File: src/hw/sfpe_pkg.sv
// Constants for the serial flash program and erase sequencer
// Summary of operation
// - Quad page program: opcode, three address bytes, data bytes on four lines
// - Quad page program accepted only while the quad enable bit is set
// - Single-line page program: opcode, address, data all on line zero
// - Data passing the page end wraps to the start of that page
// - Over 256 data bytes: only the final 256 are programmed
// - Fewer than 256 bytes: only addressed bytes change, others untouched
// - Program runs only if select rises right on a data byte boundary
// - Valid program starts a timed cycle; write in progress high throughout
// - Write enable latch is cleared during every program or erase cycle
// - Status stays readable while busy; host polls write in progress
// - Program to a protected page is not executed
// - Sector erase clears the whole sector holding the address
// - Erase runs only if select rises right after the last address bit
// - Valid sector erase starts a timed cycle with write in progress high
// - 32KB block erase clears the whole block holding the address
// - Valid block erase starts a timed cycle with write in progress high
// - Erase of a protected area is not executed
package sfpe_pkg;
  localparam logic [7:0] OP_WR_ENABLE = 8'h06;
  localparam logic [7:0] OP_PAGE_PROG = 8'h02;
  localparam logic [7:0] OP_QUAD_PROG = 8'h32;
  localparam logic [7:0] OP_SECT_ERASE = 8'h20;
  localparam logic [7:0] OP_BLK_ERASE = 8'h52;
  localparam int ADDR_W = 24;
  localparam int PAGE_BYTES = 256;
  localparam int PAGE_AW = 8;
  localparam int SECT_AW = 12;
  localparam int BLK_AW = 15;
  localparam int PROT_AW = 16;
  localparam int FIFO_DEPTH = 8;
  localparam int CLK_MHZ = 50;
  localparam int PROG_TIME_US = 700;
  localparam int SECT_TIME_MS = 50;
  localparam int BLK_TIME_MS = 160;
  localparam int PROG_CYCLES = PROG_TIME_US * CLK_MHZ;
  localparam int SECT_CYCLES = SECT_TIME_MS * 1000 * CLK_MHZ;
  localparam int BLK_CYCLES = BLK_TIME_MS * 1000 * CLK_MHZ;
  localparam logic CS_IDLE = 1'b1;
endpackage

File: src/hw/sfpe_core.sv
// Serial flash program and erase sequencer with its output FIFO
`timescale 1ns/1ns
module sfpe_fifo #(
  parameter int WIDTH = 32,
  parameter int DEPTH = sfpe_pkg::FIFO_DEPTH
) (
  // Clock and reset
  input wire logic clk,
  input wire logic rstn,
  // Fill side
  input wire logic in_valid,
  output logic in_ready,
  input wire logic [WIDTH-1:0] in_data,
  // Drain side
  output logic out_valid,
  input wire logic out_ready,
  output logic [WIDTH-1:0] out_data
);
  localparam int AW = $clog2(DEPTH);
  logic [WIDTH-1:0] mem [DEPTH];
  logic [AW:0] wr_q;
  logic [AW:0] rd_q;
  wire push = in_valid && in_ready;
  wire pop = out_valid && out_ready;
  wire full = (wr_q[AW] != rd_q[AW]) && (wr_q[AW-1:0] == rd_q[AW-1:0]);
  assign in_ready = !full;
  assign out_valid = wr_q != rd_q;
  assign out_data = mem[rd_q[AW-1:0]];
  always_ff @(posedge clk) begin
    if (push) begin
      mem[wr_q[AW-1:0]] <= in_data;
    end
  end
  always_ff @(posedge clk or negedge rstn) begin
    if (!rstn) begin
      wr_q <= '0;
      rd_q <= '0;
    end else begin
      if (push) begin
        wr_q <= wr_q + 1'b1;
      end
      if (pop) begin
        rd_q <= rd_q + 1'b1;
      end
    end
  end
endmodule

module sfpe_core #(
  parameter int PROG_CYCLES = sfpe_pkg::PROG_CYCLES,
  parameter int SECT_CYCLES = sfpe_pkg::SECT_CYCLES,
  parameter int BLK_CYCLES = sfpe_pkg::BLK_CYCLES
) (
  // Clock and reset
  input wire logic sys_clk,
  input wire logic rstn,
  // Serial link pins
  input wire logic cs_n_pin,
  input wire logic sclk_pin,
  input wire logic [3:0] io_in,
  // Status bits held elsewhere
  input wire logic quad_enable_bit,
  input wire logic [4:0] block_protect_bits,
  // Status outputs
  output logic write_in_progress,
  output logic write_enable_latch,
  // Array program stream
  output logic prog_valid,
  input wire logic prog_ready,
  output logic [23:0] prog_addr,
  output logic [7:0] prog_data,
  // Array erase request
  output logic erase_valid,
  input wire logic erase_ready,
  output logic [23:0] erase_addr,
  output logic erase_block
);
  typedef enum logic [2:0] {ST_OPC, ST_ADDR, ST_DATA, ST_HOLD, ST_SKIP} sfpe_frame_e;
  typedef enum logic [1:0] {CY_IDLE, CY_DRAIN, CY_ERASE, CY_WAIT} sfpe_cycle_e;

  // Pins pass two flops before use
  logic [5:0] s1_q;
  logic [5:0] s2_q;
  logic [1:0] prev_q;
  always_ff @(posedge sys_clk or negedge rstn) begin
    if (!rstn) begin
      s1_q <= 6'h20;
      s2_q <= 6'h20;
      prev_q <= 2'h2;
    end else begin
      s1_q <= {cs_n_pin, sclk_pin, io_in};
      s2_q <= s1_q;
      prev_q <= s2_q[5:4];
    end
  end
  wire cs_n = s2_q[5];
  wire [3:0] io = s2_q[3:0];
  wire cs_fall = prev_q[1] && !cs_n;
  wire cs_rise = !prev_q[1] && cs_n;
  wire sck_rise = !cs_n && s2_q[4] && !prev_q[0];

  sfpe_frame_e fst_q;
  sfpe_cycle_e cst_q;
  logic [7:0] opc_q;
  logic [23:0] addr_q;
  logic [4:0] bcnt_q;
  logic [2:0] dcnt_q;
  logic [7:0] sh_q;
  logic quad_q;
  logic [8:0] nbytes_q;
  logic [7:0] wptr_q;
  logic [7:0] pbuf [sfpe_pkg::PAGE_BYTES];
  logic [255:0] pvalid_q;
  logic wr_en_q;
  logic [23:0] timer_q;
  logic [15:0] page_q;
  logic [7:0] didx_q;

  // Shift decode, most significant bit first
  wire [7:0] op_nxt = {opc_q[6:0], io[0]};
  wire is_prog = (op_nxt == sfpe_pkg::OP_PAGE_PROG) || (op_nxt == sfpe_pkg::OP_QUAD_PROG);
  wire is_erase = (op_nxt == sfpe_pkg::OP_SECT_ERASE) || (op_nxt == sfpe_pkg::OP_BLK_ERASE);
  wire quad_ok = (op_nxt != sfpe_pkg::OP_QUAD_PROG) || quad_enable_bit;
  wire busy = cst_q != CY_IDLE;
  wire addr_ok = (is_prog && quad_ok || is_erase) && wr_en_q && !busy;
  wire [7:0] byte_nxt = quad_q ? {sh_q[3:0], io} : {sh_q[6:0], io[0]};
  wire [3:0] dsum = {1'b0, dcnt_q} + (quad_q ? 4'h4 : 4'h1);
  wire byte_done = dsum[3];

  // Protection: top or bottom run of 64KB blocks, size doubling per level
  wire [2:0] bp_lvl = block_protect_bits[2:0];
  wire [6:0] span = (bp_lvl == 3'h0) ? 7'h00 : 7'(7'h01 << (bp_lvl - 3'h1));
  wire [6:0] blk64 = {1'b0, addr_q[21:sfpe_pkg::PROT_AW]};
  wire prot = block_protect_bits[3] ? (blk64 < span) : (blk64 >= 7'h40 - span);

  // Commit only on a clean boundary at select rise
  wire start_prog = cs_rise && fst_q == ST_DATA && dcnt_q == 3'h0 && nbytes_q != 9'h000
                    && !prot;
  wire start_erase = cs_rise && fst_q == ST_HOLD && opc_q != sfpe_pkg::OP_WR_ENABLE
                     && !prot;
  wire set_latch = cs_rise && fst_q == ST_HOLD && opc_q == sfpe_pkg::OP_WR_ENABLE && !busy;

  always_ff @(posedge sys_clk or negedge rstn) begin
    if (!rstn) begin
      fst_q <= ST_SKIP;
      opc_q <= 8'h00;
      addr_q <= 24'h000000;
      bcnt_q <= 5'h00;
      dcnt_q <= 3'h0;
      sh_q <= 8'h00;
      quad_q <= 1'b0;
      nbytes_q <= 9'h000;
      wptr_q <= 8'h00;
    end else if (cs_fall) begin
      fst_q <= ST_OPC;
      bcnt_q <= 5'h00;
      dcnt_q <= 3'h0;
      nbytes_q <= 9'h000;
      quad_q <= 1'b0;
    end else if (sck_rise) begin
      unique case (fst_q)
        ST_OPC: begin
          opc_q <= op_nxt;
          bcnt_q <= bcnt_q + 5'h01;
          if (bcnt_q == 5'h07) begin
            bcnt_q <= 5'h00;
            quad_q <= op_nxt == sfpe_pkg::OP_QUAD_PROG;
            if (op_nxt == sfpe_pkg::OP_WR_ENABLE) begin
              fst_q <= ST_HOLD;
            end else begin
              fst_q <= addr_ok ? ST_ADDR : ST_SKIP;
            end
          end
        end
        ST_ADDR: begin
          addr_q <= {addr_q[22:0], io[0]};
          bcnt_q <= bcnt_q + 5'h01;
          if (bcnt_q == 5'h17) begin
            fst_q <= (opc_q == sfpe_pkg::OP_SECT_ERASE || opc_q == sfpe_pkg::OP_BLK_ERASE)
                     ? ST_HOLD : ST_DATA;
            wptr_q <= {addr_q[6:0], io[0]};
          end
        end
        ST_DATA: begin
          sh_q <= byte_nxt;
          dcnt_q <= dsum[2:0];
          if (byte_done) begin
            wptr_q <= wptr_q + 8'h01;
            if (nbytes_q != 9'h100) begin
              nbytes_q <= nbytes_q + 9'h001;
            end
          end
        end
        ST_HOLD: fst_q <= ST_SKIP;
        ST_SKIP: fst_q <= ST_SKIP;
      endcase
    end else if (cs_rise) begin
      fst_q <= ST_SKIP;
    end
  end

  // Page buffer: wrapping pointer keeps only the last 256 bytes
  wire pbuf_we = sck_rise && !cs_fall && fst_q == ST_DATA && byte_done;
  always_ff @(posedge sys_clk) begin
    if (pbuf_we) begin
      pbuf[wptr_q] <= byte_nxt;
    end
  end
  always_ff @(posedge sys_clk or negedge rstn) begin
    if (!rstn) begin
      pvalid_q <= '0;
    end else if (cs_fall && !busy) begin
      pvalid_q <= '0;
    end else if (pbuf_we) begin
      pvalid_q[wptr_q] <= 1'b1;
    end
  end

  // Drain the page through the FIFO, skipping untouched bytes
  logic fifo_rdy;
  logic [31:0] fifo_out;
  wire drain = cst_q == CY_DRAIN;
  wire push = drain && pvalid_q[didx_q];
  wire adv = drain && (!pvalid_q[didx_q] || fifo_rdy);
  sfpe_fifo #(
    .WIDTH(32),
    .DEPTH(sfpe_pkg::FIFO_DEPTH)
  ) u_fifo (
    .clk(sys_clk),
    .rstn(rstn),
    .in_valid(push),
    .in_ready(fifo_rdy),
    .in_data({page_q, didx_q, pbuf[didx_q]}),
    .out_valid(prog_valid),
    .out_ready(prog_ready),
    .out_data(fifo_out)
  );
  assign prog_addr = fifo_out[31:8];
  assign prog_data = fifo_out[7:0];

  // Self-timed cycle; the array may stall the drain past the timer
  wire done = cst_q == CY_WAIT && timer_q == 24'h000000 && !prog_valid;
  always_ff @(posedge sys_clk or negedge rstn) begin
    if (!rstn) begin
      cst_q <= CY_IDLE;
      timer_q <= 24'h000000;
      didx_q <= 8'h00;
      page_q <= 16'h0000;
    end else begin
      if (timer_q != 24'h000000) begin
        timer_q <= timer_q - 24'h000001;
      end
      unique case (cst_q)
        CY_IDLE: begin
          didx_q <= 8'h00;
          page_q <= addr_q[23:sfpe_pkg::PAGE_AW];
          if (start_prog) begin
            cst_q <= CY_DRAIN;
            timer_q <= 24'(PROG_CYCLES - 1);
          end else if (start_erase) begin
            cst_q <= CY_ERASE;
            timer_q <= (opc_q == sfpe_pkg::OP_BLK_ERASE) ? 24'(BLK_CYCLES - 1)
                       : 24'(SECT_CYCLES - 1);
          end
        end
        CY_DRAIN: begin
          if (adv) begin
            didx_q <= didx_q + 8'h01;
            if (didx_q == 8'hFF) begin
              cst_q <= CY_WAIT;
            end
          end
        end
        CY_ERASE: begin
          if (erase_ready) begin
            cst_q <= CY_WAIT;
          end
        end
        CY_WAIT: begin
          if (done) begin
            cst_q <= CY_IDLE;
          end
        end
      endcase
    end
  end
  assign erase_valid = cst_q == CY_ERASE;
  assign erase_block = opc_q == sfpe_pkg::OP_BLK_ERASE;
  // Erase address rounded down to its sector or 32KB block
  assign erase_addr = erase_block
                      ? {addr_q[23:sfpe_pkg::BLK_AW], 15'h0000}
                      : {addr_q[23:sfpe_pkg::SECT_AW], 12'h000};

  // Latch is cleared as the cycle starts, well before it ends
  always_ff @(posedge sys_clk or negedge rstn) begin
    if (!rstn) begin
      wr_en_q <= 1'b0;
    end else if (start_prog || start_erase) begin
      wr_en_q <= 1'b0;
    end else if (set_latch) begin
      wr_en_q <= 1'b1;
    end
  end
  assign write_enable_latch = wr_en_q;
  assign write_in_progress = busy;
endmodule

File: config.mk
export PLATFORM = sky130hd
export DESIGN_NAME = sfpe_core
export DESIGN_NICKNAME = d
export VERILOG_FILES = /design/src/hw/sfpe_pkg.sv /design/src/hw/sfpe_core.sv
export SDC_FILE = /design/constraint.sdc
export NUM_CORES = 2
export LEC_CHECK = 0
export BUFFER_PORTS_ARGS = -buffer_cell sky130_fd_sc_hd__buf_4
export CORE_ASPECT_RATIO = 1.25
export CORE_UTILIZATION = 40
export DETAILED_ROUTE_END_ITERATION = 8
export PLACE_DENSITY = 0.56
export SETUP_SLACK_MARGIN = 0.05
export SLEW_MARGIN = 40
export SYNTH_ARGS = -nofsm -noshare
export SYNTH_HDL_FRONTEND = slang
export SYNTH_SLANG_ARGS = --single-unit
File: constraint.sdc
create_clock -name sys_clk -period 18.84 [get_ports sys_clk]
set_input_delay 2.826 -clock sys_clk [delete_from_list [all_inputs] [get_ports sys_clk]]
set_output_delay 2.826 -clock sys_clk [all_outputs]
set_load 0.005 [all_outputs]
==> flow_summary.json <==
{
  "p_leak_nw": 36.8,
  "place_area_um2": 112000,
  "async_reset_ff_share_pct": 14.7,
  "synth_top_area_share_pct": 65.0,
  "cpLargestDelayFamily": "buffers and inverters",
  "first_pass_iters": 5,
  "switchingPower_mw": 2.31,
  "cts_tree": "yes",
  "synthFlopType": "edfxtp_1",
  "synthDistinctLibCells": 72,
  "dr_wl_met2_um": 133000,
  "p_per_area_nw_per_um2": 97.2,
  "seq_area_frac_synth_pct": 74.4,
  "drt_iter0_drc": 4547,
  "cp_common_cell": "buf_4",
  "critPathBufInv": 7,
  "sequentialPowerShare_pct": 55.0,
  "port_buffers": 63,
  "via_count": 50000,
  "synth.most_common_cell": "edfxtp_1",
  "hold_class": "flip-flop to flip-flop",
  "fin_crit_ns": 6.76,
  "yosys-top-cells-area": "edfxtp_1, mux4_2, dfrtp_1, o21a_1, nor2_1",
  "yosys_warnings": 0,
  "skew_ns": 0.0442,
  "max_freq_mhz": 148,
  "globalplace.congestion": 0.810,
  "synth-seq-cells": 2701,
  "drc": 0,
  "r2r_slack_ns": 12.08,
  "grt-ovfl-total": 0,
  "drive_above_1_share_pct": 32.4,
  "top_layer": "met5",
  "place_hpwl_um": 154000,
  "crit_chain": "buf_4 > buf_4 > buf_4 > mux4_2 > a31oi_1 > nand3_1 > a2111oi_1 > buf_4 > a2111oi_1 > buf_4 > a21oi_2 > buf_4 > nor2_2 > and4bb_2 > buf_4",
  "intPower_mw": 9.38,
  "drv_cap": 0,
  "place_inst": 8414,
  "synth_common_cells": "edfxtp_1, mux4_2, dfrtp_1, nor2_1, o21a_1",
  "start_util_pct": 40.2,
  "worstMarginPinSlew_ns": 0.969,
  "postSynthAreaPerCell_um2": 21.1,
  "cts_sinks": 2701,
  "grt_usage_pct": 19.3,
  "worstSetupPathType": "flip-flop to flip-flop",
  "rsz0062_at_grt": "false",
  "outcome": "complete, no violations",
  "period_share_pct": 35.9,
  "routedWlPerCell_um": 29.1,
  "die_y_um": 579,
  "post-cts-setup-buffers": 0,
  "relSlewSlack_pct": 35.4,
  "core_area_um2": 265000,
  "synth_cells": 5037,
  "setup_viol_count_final": 0,
  "synth-edff-count": 2304,
  "area_growth_syn_to_layout_pct": 13.0,
  "m1WireLength_um": 105000,
  "drv_slew": 0,
  "antenna_found_initial": 3,
  "final.setup.tns_ns": 0,
  "final_area_um2": 120000,
  "fin_cells": 8900,
  "p_comb_share_pct": 0.7,
  "arrival_ns": 7.25,
  "htreeDepth": 5,
  "die_area_um2": 268000,
  "rows": 211,
  "postRouteAntennaNets": 0,
  "cts_resized": 0,
  "dieWidth_um": 463,
  "root_buffer": "clkbuf_16",
  "cp-end-kind": "flip-flop",
  "fillers": 22100,
  "cp.required_ns": 19.33,
  "ir_worst_vdd_mv": 0.0622,
  "critPathMaxFanout": 38,
  "wl_um": 259000,
  "clkTransAtPathRegs_ns": 0.06,
  "cts_buffer_depth": 4,
  "grt_pass1_vias": 52600,
  "grt_max_degree": 126,
  "clockPowerShare_pct": 44.3,
  "slowest_delay_ns": 0.80,
  "post_drt_via_cell_ratio": 5.62,
  "crit_slowest_cell": "dfrtp_4",
  "pin_count": 77,
  "swShare_pct": 19.8,
  "hold_violations": 0,
  "synth_area_um2": 106000,
  "clk-insertion-delay-late_ns": 0.83,
  "worstSetupStartpointType": "flip-flop",
  "wl_met3_um": 12500,
  "hold_buffers": 0,
  "cts_inserted_buffers": 269,
  "fin_nets": 5223,
  "yosysTopAreaCell": "edfxtp_1",
  "grt_pass1_wl_um": 378000
}
-- through the flow --
step                util [%]  hold slack, ns  worst slack [ns]  power [mW]
finish                  45.5           0.350             12.08        11.7
global route            45.5           0.359             11.56        12.0
global placement        41.9           0.335             11.73        6.63
floorplan                  -           0.331             12.74        6.58
CTS                     45.4           0.352             11.83        11.8
detailed placement      42.2           0.336             11.88        6.64
-- final timing paths --
check | from | to | cells after the start
worst min register to register | s1_q[4]$_DFF_PN0_ | s2_q[4]$_DFF_PN0_ | 0
worst max register to register | didx_q[0]$_DFFE_PN0P_ | u_fifo.mem[2][21]$_DFFE_PP_ | 15
worst max-delay path | didx_q[0]$_DFFE_PN0P_ | u_fifo.mem[2][21]$_DFFE_PP_ | 15
max in group asynchronous | rstn | u_fifo.rd_q[0]$_DFFE_PN0P_ | 4
worst min-delay path | s1_q[4]$_DFF_PN0_ | s2_q[4]$_DFF_PN0_ | 0
min in group asynchronous | rstn | pvalid_q[122]$_DFFE_PN0P_ | 1
-- cell type report --
| type | instances | area, um2 | share of cell area [%] |
|---|---|---|---|
| flip-flops and latches | 2701 | 79200 | 65.8 |
| multi-input cells | 2016 | 26700 | 22.2 |
| clock buffers | 368 | 7600 | 6.32 |
| well taps | 3514 | 4400 | 3.66 |
| repair buffers | 162 | 1480 | 1.23 |
| clock inverters | 114 | 776 | 0.645 |
| inverters | 24 | 97.6 | 0.0812 |
| diodes | 1 | 2.50 | 0.00208 |
-- power by group through the flow --
stage / clock [mW] / sequential, mW / combinational, mW
5_1_grt: 5.50 / 6.42 / 0.0914
4_1_cts: 5.28 / 6.43 / 0.0851
2_1_floorplan: 0 / 6.55 / 0.0268
6_report: 5.17 / 6.43 / 0.0852
3_3_place_gp: 0 / 6.55 / 0.0791
3_5_place_dp: 0 / 6.55 / 0.0846
-- per-layer routing --
layer / vias up / track usage [%]
met5: - / 0
met4: 2 / 5.82
met3: 360 / 2.94
met2: 1279 / 33.6
met1: 27400 / 25.1
li1: 21000 / -
-- registers in the layout, summed over array words and instances (netlist names) --
register / flops
addr_q: 24
bcnt_q: 5
cst_q: 2
dcnt_q: 3
didx_q: 8
fst_q: 3
nbytes_q: 9
opc_q: 8
page_q: 16
pbuf: 2048
prev_q: 2
pvalid_q: 256
quad_q: 1
s1_q: 6
s2_q: 6
sh_q: 7
timer_q: 24
u_fifo.mem: 256
u_fifo.rd_q: 4
u_fifo.wr_q: 4
wptr_q: 8
write_enable_latch: 1
-- cell families after synthesis --
logic type | share of synthesized area (%)
flops | 74.4
mux | 18.1
simple gates | 2.53
compound gates | 2.73
buf+inv | 1.45
xor+xnor | 0.395
fa+ha+maj | 0.388
other cells | 0.00352
-- cell usage in the layout, fill, tap and decap left out, types with 18 or more instances in the layout --
master and instances:
a21oi_1 45, edfxtp_1 2304, o21a_1 258, o21ai_0 25, clkbuf_8 18, xnor2_1 20
mux2i_1 29, nand2_2 22, clkbuf_16 284, clkinv_2 44, inv_1 22, nor3_1 20
nor2_2 245, nor2b_1 18, nand3_1 30, mux4_2 795, clkinv_1 49, nand2_1 79
nor2_1 67, mux2_2 92, buf_6 26, xor2_1 28, ha_1 33, clkbuf_1 66
dfrtp_1 383, a22oi_1 19, buf_4 124
Note: power is estimated with default switching activity, not from simulation.
